==> src/ctpc_pkg.sv <==
// Package for the capacitive touch period capture block
package ctpc_pkg;

  // Timer tick period and capture clock period in picoseconds
  localparam int unsigned TICK_PS = 4000;
  localparam int unsigned CLK_PERIOD_PS = 4000;
  localparam int unsigned TICKS_PER_CLK = CLK_PERIOD_PS / TICK_PS;

  // Oscillator frequency range in kHz
  localparam int unsigned OSC_MIN_KHZ = 100;
  localparam int unsigned OSC_MAX_KHZ = 1000;
  localparam int unsigned CLK_KHZ = 1000000000 / CLK_PERIOD_PS;
  // Longest oscillator period in clock cycles, rounded down
  localparam int unsigned OSC_MAX_PERIOD_CYC = CLK_KHZ / OSC_MIN_KHZ;

  // Defaults
  localparam int unsigned DEF_PERIODS = 8;
  localparam int unsigned DEF_PADS = 16;
  localparam int unsigned DEF_TIMER_W = 16;
  localparam int unsigned DEF_IDX_W = 4;
  // Flip-flops that each asynchronous crossing input passes
  localparam int unsigned SYNC_STAGES = 2;

  typedef enum logic [1:0] {
    CTPC_IDLE = 2'b00,
    CTPC_ARM = 2'b01,
    CTPC_RUN = 2'b10,
    CTPC_DONE = 2'b11
  } ctpc_state_type;

  // Measurement request
  typedef struct packed {
    logic start;
    logic [3:0] pad;
  } ctpc_req_type;

  // Buffer write carrying one captured timer value
  typedef struct packed {
    logic valid;
    logic [3:0] index;
    logic [15:0] value;
  } ctpc_xfer_type;

endpackage : ctpc_pkg

==> src/ctpc_capture.sv <==
// Capacitive touch period capture: oscillator thresholds, edge capture and buffer writes
`timescale 1ns/10ps
// Notes on behaviour
// - Comparator high selects the upper threshold so the sensor charges upward.
// - Above upper threshold output goes low; below lower threshold it goes high.
// - Free-running timer value is captured at every comparator rising edge while a measurement runs.
// - N periods need N+1 rising-edge captures before the sequence is done.
// - One period is later capture minus earlier capture of adjacent edges.
// - Timer counts in 4 ns steps.
// - Measure only a few periods per pad, eight by default.
// - Each capture raises a buffer write to the next location, no processor.
// - Processor reads buffer only after completion; block flags completion.
// - Multiplexer selects any one of up to 16 pads as oscillator input.
// - Comparator frequencies from 100 kHz to 1 MHz are captured correctly.
module ctpc_capture #(
  parameter int unsigned PERIODS = ctpc_pkg::DEF_PERIODS,
  parameter int unsigned PADS = ctpc_pkg::DEF_PADS
) (
  // Clock and reset
  input wire logic ref_clk_i,
  input wire logic reset_n_i,
  // Measurement request
  input wire ctpc_pkg::ctpc_req_type req_i,
  // Comparator inputs from analog front end (asynchronous)
  input wire logic above_upper_i,
  input wire logic below_lower_i,
  // Analog control
  output logic osc_comparator_out_o,
  output logic upper_threshold_ref_o,
  output logic lower_threshold_ref_o,
  output logic [ctpc_pkg::DEF_PADS-1:0] selected_sensor_input_o,
  // Buffer write and results
  output ctpc_pkg::ctpc_xfer_type xfer_o,
  output logic [ctpc_pkg::DEF_TIMER_W-1:0] period_o,
  output logic period_valid_o,
  output logic busy_o,
  output logic done_o
);

  localparam int unsigned TW = ctpc_pkg::DEF_TIMER_W;
  localparam int unsigned IW = ctpc_pkg::DEF_IDX_W;
  localparam int unsigned SW = ctpc_pkg::SYNC_STAGES;
  localparam logic [IW:0] LAST_CAP = (IW+1)'(PERIODS);

  // Index field must hold every capture slot 0..PERIODS
  if (PERIODS < 1 || PERIODS + 1 > (1 << IW))
  begin : g_bad_periods
    $error("ctpc_capture: unsupported PERIODS");
  end

  // Pad select is as wide as the largest pad count
  if (PADS < 1 || PADS > ctpc_pkg::DEF_PADS)
  begin : g_bad_pads
    $error("ctpc_capture: unsupported PADS");
  end

  // Wrap of the timer must exceed the longest oscillator period
  if (ctpc_pkg::OSC_MAX_PERIOD_CYC >= (1 << TW))
  begin : g_bad_timer
    $error("ctpc_capture: timer too narrow for slowest oscillator");
  end

  // Timer must advance at least one count per clock
  if (ctpc_pkg::TICKS_PER_CLK < 1)
  begin : g_bad_tick
    $error("ctpc_capture: tick longer than the clock period");
  end

  // Modulo difference of two captures
  function automatic logic [TW-1:0] ctpc_diff(input logic [TW-1:0] a, input logic [TW-1:0] b);
    ctpc_diff = a - b;
  endfunction : ctpc_diff

  // Next comparator level from the synchronised threshold crossings
  function automatic logic ctpc_hyst(input logic cur, input logic above, input logic below);
    ctpc_hyst = cur;
    if (cur && above)
    begin
      ctpc_hyst = 1'b0;
    end
    else if (!cur && below)
    begin
      ctpc_hyst = 1'b1;
    end
  endfunction : ctpc_hyst

  // Rising edge of the comparator level as seen one clock late
  function automatic logic ctpc_rise(input logic now, input logic prev);
    ctpc_rise = now && !prev;
  endfunction : ctpc_rise

  // One-hot pad select from a pad number
  function automatic logic [ctpc_pkg::DEF_PADS-1:0] ctpc_onehot(input logic [3:0] pad);
    ctpc_onehot = ctpc_pkg::DEF_PADS'(1) << pad;
  endfunction : ctpc_onehot

  // A start names a pad that this instance serves
  function automatic logic ctpc_pad_ok(input logic [3:0] pad);
    ctpc_pad_ok = 32'(pad) < PADS;
  endfunction : ctpc_pad_ok

  typedef struct packed {
    // Sequence
    ctpc_pkg::ctpc_state_type st;
    // Synchronised crossings and comparator
    logic [SW-1:0] up_s;
    logic [SW-1:0] lo_s;
    logic cmp;
    logic cmp_prev;
    // Timebase and capture bookkeeping
    logic [TW-1:0] timer;
    logic [TW-1:0] last_cap;
    logic [IW:0] n_cap;
    logic [3:0] pad;
    // Registered outputs
    ctpc_pkg::ctpc_xfer_type xfer;
    logic [TW-1:0] period;
    logic period_valid;
    logic done;
  } ctpc_regs_type;

  // Register contents while reset is asserted; no false edge after release
  localparam ctpc_regs_type RESET_VALUE = '{
    st: ctpc_pkg::CTPC_IDLE,
    cmp: 1'b1,
    cmp_prev: 1'b1,
    default: '0
  };

  // Current and next register contents
  ctpc_regs_type r_q;
  ctpc_regs_type r_d;

  always_comb
  begin
    // Synchronisers, timer and one-cycle pulses
    r_d = r_q;
    r_d.up_s = {r_q.up_s[SW-2:0], above_upper_i};
    r_d.lo_s = {r_q.lo_s[SW-2:0], below_lower_i};
    r_d.timer = r_q.timer + TW'(ctpc_pkg::TICKS_PER_CLK);
    r_d.xfer.valid = 1'b0;
    r_d.period_valid = 1'b0;
    // Relaxation oscillator hysteresis
    r_d.cmp = ctpc_hyst(r_q.cmp, r_q.up_s[SW-1], r_q.lo_s[SW-1]);
    r_d.cmp_prev = r_q.cmp;
    // Measurement sequence
    unique case (r_q.st)
      ctpc_pkg::CTPC_IDLE, ctpc_pkg::CTPC_DONE:
      begin
        // Start only for a served pad; starts while busy are ignored
        if (req_i.start && ctpc_pad_ok(req_i.pad))
        begin
          r_d.pad = req_i.pad;
          r_d.n_cap = '0;
          r_d.done = 1'b0;
          r_d.st = ctpc_pkg::CTPC_RUN;
        end
      end
      ctpc_pkg::CTPC_ARM:
      begin
        r_d.st = ctpc_pkg::CTPC_RUN;
      end
      ctpc_pkg::CTPC_RUN:
      begin
        if (ctpc_rise(r_q.cmp, r_q.cmp_prev))
        begin
          r_d.last_cap = r_q.timer;
          r_d.xfer.valid = 1'b1;
          r_d.xfer.index = r_q.n_cap[IW-1:0];
          r_d.xfer.value = r_q.timer;
          r_d.n_cap = r_q.n_cap + 1'b1;
          // First capture has no earlier edge to subtract
          if (r_q.n_cap != '0)
          begin
            r_d.period = ctpc_diff(r_q.timer, r_q.last_cap);
            r_d.period_valid = 1'b1;
          end
          // Capture slot PERIODS ends the sequence
          if (r_q.n_cap == LAST_CAP)
          begin
            r_d.st = ctpc_pkg::CTPC_DONE;
            r_d.done = 1'b1;
          end
        end
      end
    endcase
  end

  always_ff @(posedge ref_clk_i or negedge reset_n_i)
  begin
    if (!reset_n_i)
    begin
      r_q <= RESET_VALUE;
    end
    else
    begin
      r_q <= r_d;
    end
  end

  // Analog control
  assign osc_comparator_out_o = r_q.cmp;
  assign upper_threshold_ref_o = r_q.cmp;
  assign lower_threshold_ref_o = !r_q.cmp;
  assign selected_sensor_input_o = ctpc_onehot(r_q.pad);
  // Buffer write and results
  assign xfer_o = r_q.xfer;
  assign period_o = r_q.period;
  assign period_valid_o = r_q.period_valid;
  // Sequence status
  assign busy_o = (r_q.st == ctpc_pkg::CTPC_RUN);
  assign done_o = r_q.done;

endmodule : ctpc_capture

==> config.mk <==
export PLATFORM = sky130hd
export DESIGN_NAME = ctpc_capture
export DESIGN_NICKNAME = d
export VERILOG_FILES = /design/src/ctpc_pkg.sv /design/src/ctpc_capture.sv
export SDC_FILE = /design/constraint.sdc
export NUM_CORES = 1
export LEC_CHECK = 0
export BUFFER_PORTS_ARGS = -buffer_cell sky130_fd_sc_hd__buf_2
export CAP_MARGIN = 20
export CORE_MARGIN = 5
export CORE_UTILIZATION = 45
export DETAILED_ROUTE_END_ITERATION = 8
export PLACE_DENSITY_LB_ADDON = 0.12
export SLEW_MARGIN = 0
export SYNTH_ARGS = -nofsm -noshare
export SYNTH_HDL_FRONTEND = slang
export SYNTH_SLANG_ARGS = --single-unit
==> constraint.sdc <==
create_clock -name ref_clk_i -period 6.8 [get_ports ref_clk_i]
set_input_delay 1.36 -clock ref_clk_i [delete_from_list [all_inputs] [get_ports ref_clk_i]]
set_output_delay 1.36 -clock ref_clk_i [all_outputs]
set_load 0.02 [all_outputs]
# ---- Word level (Yosys, flattened, before mapping)
# Cells that the tools add are included.
dict set report op_classes {
  shift 1
  add_sub_neg 3
  n_mux 15
  reduce_logical 16
  eq_ne 7
}
# cell count
set op_table {}
lappend op_table {{39-bit two-way mux} 1}
lappend op_table {{38-bit two-way mux} 1}
lappend op_table {{17-bit two-way mux} 1}
lappend op_table {{16-bit by 1-bit adder with 16-bit output (second input constant)} 1}
lappend op_table {{1-bit by 4-bit << shifter with 16-bit output (first input constant)} 1}
lappend op_table {{16-bit subtractor} 1}
lappend op_table {{5-bit one-hot mux with 2 select lines} 1}
lappend op_table {{9-bit two-way mux} 1}
lappend op_table {{3-bit AND reduction} 3}
lappend op_table {{2-bit two-way mux} 3}
lappend op_table {{2-bit one-hot mux with 3 select lines} 1}
lappend op_table {{5-bit by 1-bit adder with 5-bit output (second input constant)} 1}
lappend op_table {{5-bit by 4-bit == test with 1-bit output (second input constant)} 1}
lappend op_table {{5-bit two-way mux} 1}
lappend op_table {{5-bit nonzero test} 1}
lappend op_table {{2-bit == test (second input constant)} 2}
lappend op_table {{1-bit two-way mux} 4}
lappend op_table {{2-bit by 1-bit != test with 1-bit output (second input constant)} 2}
lappend op_table {{2-bit AND reduction} 2}
lappend op_table {{4-bit AND reduction} 1}
lappend op_table {{2-bit nonzero test} 2}
lappend op_table {{1-bit logical AND} 3}
lappend op_table {{2-bit by 1-bit == test with 1-bit output (second input constant)} 1}
lappend op_table {{1-bit zero test} 2}
lappend op_table {{other kinds (4)} 4}
dict set report totals {
  in_bits 9
  reg_bits 72
}

# ---- Longest topological paths before layout
# Gate-level depths: netlist of the first run.
dict set report depth {
  depth_word 4
  ltp_mapped 10
}

# ---- Least setup slack after synthesis of the first run
# Ideal clock, no wire load.
dict set report synth_path {
  path_type {register -> output}
  startpoint {reg r_q[40] in the netlist's numbering}
  endpoint {out selected_sensor_input_o[0] in the netlist's numbering}
  t_arrival_ns 1.157
  n_path_buf 0
  stages_incl_launch_ff 2
  path_slack_ns 4.283
  cell_sequence {dfrtp_1 > nor4_1}
}
dict set report synth_between {
  elab_chain_cells 1
}
# element line
set synth_lines {}
lappend synth_lines {{from (decl)} ctpc_capture.sv:131} ;# ctpc_regs_type r_q;
lappend synth_lines {{from (signal assigned)} ctpc_capture.sv:197} ;# r_q <= r_d;
lappend synth_lines {{1-bit by 4-bit << shifter with 16-bit output} ctpc_capture.sv:94} ;# ctpc_onehot = ctpc_pkg::DEF_PADS'(1) << pad;
lappend synth_lines {{to (decl)} ctpc_capture.sv:31} ;# output logic [ctpc_pkg::DEF_PADS-1:0] selected_sensor_input_o,
# Every way passes these cells.

# ---- Final worst setup path of the first run
dict set report layout_path {
  startpoint {reg r_q[42] in the netlist's numbering}
  endpoint {out selected_sensor_input_o[4] in the netlist's numbering}
}
# The elaborated chain is that of the path after synthesis.

==> impl_metrics.toml, run 1 <==
[detailed_routing]
drt_wl_total_um = 7580
vias = 2780
final_antenna_net_count = 0
route.detailed.drc = 0
viasPerCell = 4.99
dr.pass1.iters = 4
routedWlPerCell_um = 13.6
drt_first_iter_violations = 94

[floorplan]
fp.coreArea_um2 = 8640
ios = 68
start_util_pct = 45.7
dieArea_um2 = 10700
die_h_um = 104
die_w_um = 104
num_rows = 34

[yosys]
synthTopCellsByArea = "dfrtp_1, buf_4, ha_1"
synth_common_cells = "dfrtp_1, nand2_1, buf_4, o21ai_0, nor2_1"
ys.flop_type = "dfrtp_1"
yosysTopAreaCell = "dfrtp_1"
synth_top_area_share_pct = 44.4
netlist_instances = 413
synth_fp_nets = 443
syn_avg_cell_area_um2 = 9.56
synth-edff-count = 0
yosysUniqueCellTypes = 54
synth_most_common_cell = "dfrtp_1"
async_flop_share_pct = 100
synth_seq_cells = 72
netlist_area_um2 = 3950
ys_seq_area_share_pct = 45.7
yosys_warnings = 0

[placed_design]
dp.cells = 541
hpwl_um = 5530
io_buffers = 67
gp_congestion = 0.817

[power_and_ir_drop]
p_sw_share_pct = 40.8
internal-power_uw = 934
p_sw_uw = 645
vdd_ir_drop_max_uv = 174
leakage_uw = 0.00214
clock_power_share_pct = 21.3
p_seq_share_pct = 39.2
share_comb_of_total_power_pct = 39.5
powerDensity_nw_per_um2 = 370

[clock_network]
cts_tree = "done"
root_buffer = "clkbuf_8"
clockBufferDepth = 2
cts_hold_buf = 0
insertion_delay_ns = 0.35
htreeDepth = 3
clkSlewWorstSetupHoldPaths_ns = 0.08
cts_buffers = 9
post_cts_buffers = 0
post_cts_resized = 0
cts.sinks = 72

[timing]
period_needed_ns = 2.76
rsz0062_at_grt = "false"
setup_viol = 0
worstMarginPinSlew_ns = 0.914
hold_viol_final = 0
skew_ns = 0.0162
fmax_ghz = 0.362
slew_headroom_pct = 39.0
fin_tns_setup_ns = 0
post-route-period-util_pct = 40.6
final_max_slew_viol_count = 0

[layout]
instances_no_fill = 557
fill_cells = 846
syn_to_final_growth_pct = 8.21
final_layout_size_suffix_gt1_share_pct = 22.9
post-route-util_pct = 49.4
antenna_cells = 0
final_nets = 474

[setup_path]
critPathKind = "flop to output port"
cp.arrival_ns = 1.40
critPathSlowestCell = "dfrtp_1"
max_stage_delay_ns = 0.45
cp.required_ns = 5.44
critPathLaunchType = "flop"
critPathMaxFanout = 8
path_cells = "nand2b_1 > nor3_1 > buf_2"
crit_path_end_kind = "output port"

[status]
outcome = "finished clean"

[global_route]
grt_max_degree = 73
grt_usage_pct = 14.7
grt_antenna_before_repair = 0
grt_overflow_total = 0
grt_pass1_vias = 2744
grt_pass1_wl_um = 13200

[run]
cap_violations = 0

[min_path]
hp-class = "flop to flop"
-- critical path: cells and delay by family, from the launching register on --
| family | cells | cell delay, ns |
|---|---|---|
| flip-flops | 1 | 0.45 |
| buffers and inverters | 1 | 0.20 |
| AND/OR/NAND/NOR | 2 | 0.41 |
-- kinds of logic after synthesis --
logic type / synth area share [%]
flops: 45.7
buf+inv: 11.3
fa+ha+maj: 6.85
simple gates: 15.7
xor+xnor: 5.99
compound gates: 12.7
mux: 1.71
-- power groups by stage --
stage,Sequential [µW],Combinational (µW),Clock [µW]
2_1_floorplan,609,561,0
3_3_place_gp,627,628,0
3_5_place_dp,628,630,0
4_1_cts,620,633,350
5_1_grt,634,692,370
6_report,619,624,336
-- layout by cell type, fill, tap and decap left out, types with 3 or more instances in the layout --
cell type   n
buf_2      67
and3_1      5
dfrtp_1    70
xor2_1     14
nor2b_1     3
o21ai_1    12
nand4_1     5
xnor2_1    13
o21ai_0    25
o31ai_1     3
nor2_1     24
mux2_2      5
o211ai_1    4
clkbuf_8    9
nand3_1    11
nand2_1    62
inv_1      23
nand2b_1    7
a211oi_1    3
a21oi_1    10
nor3_1      9
o21a_1      3
ha_1       20
-- cell type report --
type	instances	area, µm²	area share, %
inverters	25	93.8	2.20
clock inverters	7	72.6	1.70
multi-input cells	268	1700	39.8
flip-flops and latches	72	1800	42.3
repair buffers	68	343	8.03
clock buffers	9	124	2.90
well taps	108	135	3.16
-- final timing paths --
kind | from | endpoint | slack (ns) | cells after the start
setup / recovery | r_q[42] | selected_sensor_input_o[4] | 4.04 | 3
hold / removal | r_d[85] | r_q[85] | 0.35 | 0
setup reg to reg | r_q[86] | period_o[12] | 4.09 | 8
hold reg to reg | r_d[85] | r_q[85] | 0.35 | 0
max in group asynchronous | reset_n_i | r_q[86] | 4.98 | 2
min in group asynchronous | reset_n_i | r_q[41] | 1.22 | 2
-- through the flow --
stage | power, µW | setup WS [ns] | cell area [µm²] | hold slack [ns]
floorplan | 1170 | 4.28 | 3950 | 0.331
global placement | 1250 | 4.17 | 4070 | 0.333
CTS | 1600 | 4.02 | 4270 | 0.357
global route | 1700 | 3.86 | 4270 | 0.377
finish | 1580 | 4.04 | 4270 | 0.353
detailed placement | 1260 | 4.08 | 4070 | 0.337
-- state kept, by name (all words and copies together) (netlist names) --
signal,flops
r_q,30
xfer_o,21
period_o,16
r_d,2
done_o,1
osc_comparator_out_o,1
period_valid_o,1
-- per-layer routing --
layer,wire (µm),track usage [%],up-vias
li1,-,-,1417
met1,3720,20.5,1295
met2,3400,22.5,57
met3,344,3.11,11
met4,117,5.25,0
met5,0,0,-
No activity file was read; power rests on OpenSTA's default activity.
==> inputs of run 2 (changes only) <==
clock period = 2.77 ns   (was 6.8 ns; I/O delays follow)
==> run 2 against run 1 <==
Via count is 3.2% higher. Cell count increased by 0.54%. Flip-flop and latch count unchanged. Setup slack got worse by 3.8 ns. Register-to-register slack got worse by 3.9 ns. Core utilization up 0.97 points.
==> impl_metrics.toml, run 2 (synthesis results as in run 1) <==
[timing]
fmax_ghz = 0.394
hold_ws_ns = 0.221
skew_ns = 0.00962
worstMarginPinSlew_ns = 0.502
fin_tns_setup_ns = 0
period_needed_ns = 2.54
post-route-period-util_pct = 91.6
slew_headroom_pct = 66.4
setup_viol = 0
rsz0062_at_grt = "false"
final_max_slew_viol_count = 0
hold_viol_final = 0

[global_route]
grt_pass1_wl_um = 13800
grt_pass1_vias = 2911
grt_overflow_total = 0
grt_antenna_before_repair = 0
grt_usage_pct = 15.4
grt_max_degree = 73

[clock_network]
post_cts_buffers = 0
post_cts_resized = 0
cts_tree = "done"
cts.sinks = 72
cts_hold_buf = 0
insertion_delay_ns = 0.35
htreeDepth = 3
root_buffer = "clkbuf_8"
clkSlewWorstSetupHoldPaths_ns = 0.08
clockBufferDepth = 2
cts_buffers = 9

[setup_path]
cp-startpoint = "r_q[70]"
critPathMaxFanout = 6
cp.required_ns = 3.00
critPathKind = "flop to flop"
critPathLaunchType = "flop"
rr_startpoint = "r_q[70]"
crit_path_end_kind = "flop"
cp.arrival_ns = 2.77

[detailed_routing]
route.detailed.drc = 0
routedWlPerCell_um = 14.0
dr.pass1.iters = 4
final_antenna_net_count = 0
drt_wl_total_um = 7820
drt_first_iter_violations = 86
viasPerCell = 5.12
vias = 2869

[layout]
regMostFlops = "r_q"
final_layout_size_suffix_gt1_share_pct = 23.2
layout_commonest_cell = "dfrtp_1"
final_area_um2 = 4350
largest_reg_flops = 30
fill_cells = 846
antenna_cells = 0
syn_to_final_growth_pct = 10.3
final_cell_mix = "dfrtp_1, buf_2, nand2_1"
final_nets = 477

[run]
cap_violations = 0

[floorplan]
fp.coreArea_um2 = 8640
dieArea_um2 = 10700
die_h_um = 104
start_util_pct = 45.7
num_rows = 34
die_w_um = 104
ios = 68

[placed_design]
io_buffers = 67
hpwl_um = 5680
gp_congestion = 0.781
dpl_cell_area_um2 = 4110

[power_and_ir_drop]
leakage_uw = 0.00218
vdd_ir_drop_max_uv = 421
powerDensity_nw_per_um2 = 942

[status]
outcome = "finished clean"

[min_path]
hp-class = "input pin to asynchronous set/reset pin"
==> run 2: cell count changes in the layout (fill, tap and decap cells not counted), sizes merged <==
cell      before  now
buf           68   71
bufinv         1    3
clkbuf         9   11
clkinv         4    2
clkinvlp       2    0
==> run 2: area by class of cell <==
cell class                 count  area, µm²  share of cell area, %
clock buffer                  11        141                   3.25
clock inverter                 5        104                   2.39
inverter                      25       93.8                   2.16
multi-input combinational    268       1700                   39.0
sequential                    72       1800                   41.4
tap                          108        135                   3.10
timing repair buffer          71        378                   8.68
==> run 2: layer usage <==
metal	part of all wire, %	wire length, µm	vias to the layer above	GRT usage [%]
li1	-	-	1428	-
met2	45	3560	60	24.7
met5	0	0	-	0
met3	4.8	374	12	4.35
met1	48	3750	1369	19.9
met4	1.7	133	0	5.34
==> run 2: path summary, 6_finish.rpt <==
path | to | slack [ns] | cells past startpoint
worst max-delay path | period_o[11] | 0.23 | 6
worst min-delay path | r_q[43] | 0.22 | 2
worst max register to register | period_o[11] | 0.23 | 6
worst min register to register | r_q[83] | 0.35 | 0
max in group asynchronous | osc_comparator_out_o | 2.21 | 2
min in group ref_clk_i | r_d[85] | 0.31 | 1
==> run 2: stage by stage <==
step           total power [µW]  util (%)  setup slack, ns  cells
2_1_floorplan              2870         -            0.410    413
3_3_place_gp               3090      47.6            0.299    544
3_5_place_dp               3120      47.6            0.257    544
4_1_cts                    4160      50.4            0.251    560
5_1_grt                    4400      50.4            0.110    560
6_report                   4100      50.4            0.232    560
==> run 2: where the power goes <==
part           switching [µW]  internal (µW)  leakage, µW  total (µW)
registers                 199           1310     0.000914        1510
clock network             408            624     0.000124        1030
logic                     979            578      0.00114        1560
total                    1590           2510      0.00218        4100
==> run 2: worst max-delay path: stages, from the launching register on <==
cell	delay, ns
dfrtp_1	0.45
ha_1	0.36
a2111o_1	0.44
o21a_2	0.25
a221oi_2	0.26
mux2_1	0.35
a311o_1	0.31
==> inputs of run 3 (changes only) <==
--- a/config.mk
+++ b/config.mk
@@ -10,3 +10,3 @@
 export CORE_MARGIN = 5
-export CORE_UTILIZATION = 45
+export CORE_UTILIZATION = 55
 export DETAILED_ROUTE_END_ITERATION = 8
==> constraint.sdc (replaced) <==
create_clock -name ref_clk_i -period 2.77 [get_ports ref_clk_i]
set_input_delay 0.4155 -clock ref_clk_i [delete_from_list [all_inputs] [get_ports ref_clk_i]]
set_output_delay 0.4155 -clock ref_clk_i [all_outputs]
set_load 0.02 [all_outputs]
==> run 3 against run 2 <==
Clock skew shrank 0.00094 ns. Power shrank 1.9%. Final area shrank 0.60%. Critical endpoint unchanged. Largest cell class unchanged.
==> impl_metrics.toml, run 3 (synthesis results as in run 1) <==
[detailed_routing]
met1Wirelength_um = 3470
vias = 2864
final_antenna_net_count = 0
routedWlPerCell_um = 13.9
viasPerCell = 5.22
routed.top_layer = "met4"
route.detailed.drc = 0
wl_met3_um = 355
drt_wl_total_um = 7620
dr.pass1.iters = 4
wl_met2_um = 3650
drt_first_iter_violations = 122

[timing]
post-route-period-util_pct = 91.2
fin_tns_setup_ns = 0
fmax_ghz = 0.396
hold_ws_ns = 0.110
final_max_slew_viol_count = 0
worstMarginPinSlew_ns = 0.713
slew_headroom_pct = 52.5
skew_ns = 0.00868
rsz0062_at_grt = "false"
setup_viol = 0
period_needed_ns = 2.53
hold_viol_final = 0

[setup_path]
critPathLaunchType = "flop"
critPathMaxFanout = 6
critPathSlowestCell = "dfrtp_1"
rrSetupSlack_ns = 0.24
r2r-end = "period_o[11]"
cp_num_buf_inv = 0
cp.required_ns = 3.01
critPathTopFamily = "compound AO/OA/AOI/OAI gates"
path_cells = "ha_1 > a2111o_1 > o21a_2 > a221oi_2 > mux2_1 > a311o_1"
critPathKind = "flop to flop"
rr_startpoint = "r_q[70]"
max_stage_delay_ns = 0.45
cp-endpoint = "period_o[11]"
worstRegToRegCells = 6
cp.arrival_ns = 2.77
cp-startpoint = "r_q[70]"
cp.depth = 6
crit_path_end_kind = "flop"

[clock_network]
post_cts_resized = 0
cts.sinks = 72
clockBufferDepth = 2
htreeDepth = 3
cts_hold_buf = 0
post_cts_buffers = 0
cts_tree = "done"
insertion_delay_ns = 0.35
clkSlewWorstSetupHoldPaths_ns = 0.09
root_buffer = "clkbuf_8"
cts_buffers = 9

[global_route]
grt_pass1_wl_um = 12800
grt_antenna_before_repair = 0
grt_max_degree = 44
grt_usage_pct = 18.2
grt_pass1_vias = 2826
grt_overflow_total = 0

[layout]
regMostFlops = "r_q"
final_layout_size_suffix_gt1_share_pct = 23.6
final_nets = 478
fill_cells = 636
antenna_cells = 0
final_cell_mix = "dfrtp_1, buf_2, nand2_1"
instances_no_fill = 549
syn_to_final_growth_pct = 9.67
layout_commonest_cell = "dfrtp_1"
post-route-util_pct = 62.7
largest_reg_flops = 30

[floorplan]
fp.coreArea_um2 = 6910
die_h_um = 94.7
start_util_pct = 57.1
ios = 68
dieArea_um2 = 8970
die_w_um = 94.7
num_rows = 30

[placed_design]
dp.cells = 533
hpwl_um = 5640
gp_congestion = 0.804
io_buffers = 67

[power_and_ir_drop]
leakage_uw = 0.00218
powerDensity_nw_per_um2 = 929
vdd_ir_drop_max_uv = 503

[min_path]
hp-class = "input pin to asynchronous set/reset pin"

[run]
cap_violations = 0

[status]
outcome = "finished clean"
run 3: metrics by stage:
stage	setup WS (ns)	power [µW]	cell area, µm²
final	0.243	4020	4330
after global routing	0.113	4300	4330
after CTS	0.259	4070	4330
after detailed placement	0.271	3110	4100
after global placement	0.311	3060	4100
after floorplan	0.410	2870	3950
run 3: power breakdown:
part           total (µW)  switching (µW)  internal (µW)  leakage, µW
Combinational        1560             984            580      0.00115
Clock                 945             427            518     0.000111
Sequential           1510             198           1310     0.000914
Total                4020            1610           2410      0.00218
run 3: how the worst min path moves through the flow:
| stage | start | endpoint | slack, ns |
|---|---|---|---|
| 6_report | reset_n_i | xfer_o[1] | 0.11 |
| 5_1_grt | reset_n_i | xfer_o[1] | 0.15 |
| 4_1_cts | reset_n_i | xfer_o[3] | 0.13 |
| 3_5_place_dp | r_d[85] | r_q[85] | 0.34 |
| 3_3_place_gp | r_d[85] | r_q[85] | 0.33 |
| 2_1_floorplan | reset_n_i | done_o | 0.12 |
run 3: cell type report:
| class | count | area [µm²] | area share (%) |
|---|---|---|---|
| Sequential cell | 72 | 1800 | 41.7 |
| Multi-Input combinational cell | 268 | 1700 | 39.2 |
| Timing Repair Buffer | 72 | 385 | 8.90 |
| Clock buffer | 9 | 124 | 2.86 |
| Clock inverter | 7 | 103 | 2.37 |
| Inverter | 25 | 93.8 | 2.17 |
| Tap cell | 96 | 120 | 2.78 |
run 3: layer usage:
metal | vias to the layer above | track usage (%)
met5 | - | 0
met4 | 0 | 8.65
met3 | 12 | 3.98
met2 | 61 | 29.5
met1 | 1365 | 23.3
li1 | 1426 | -
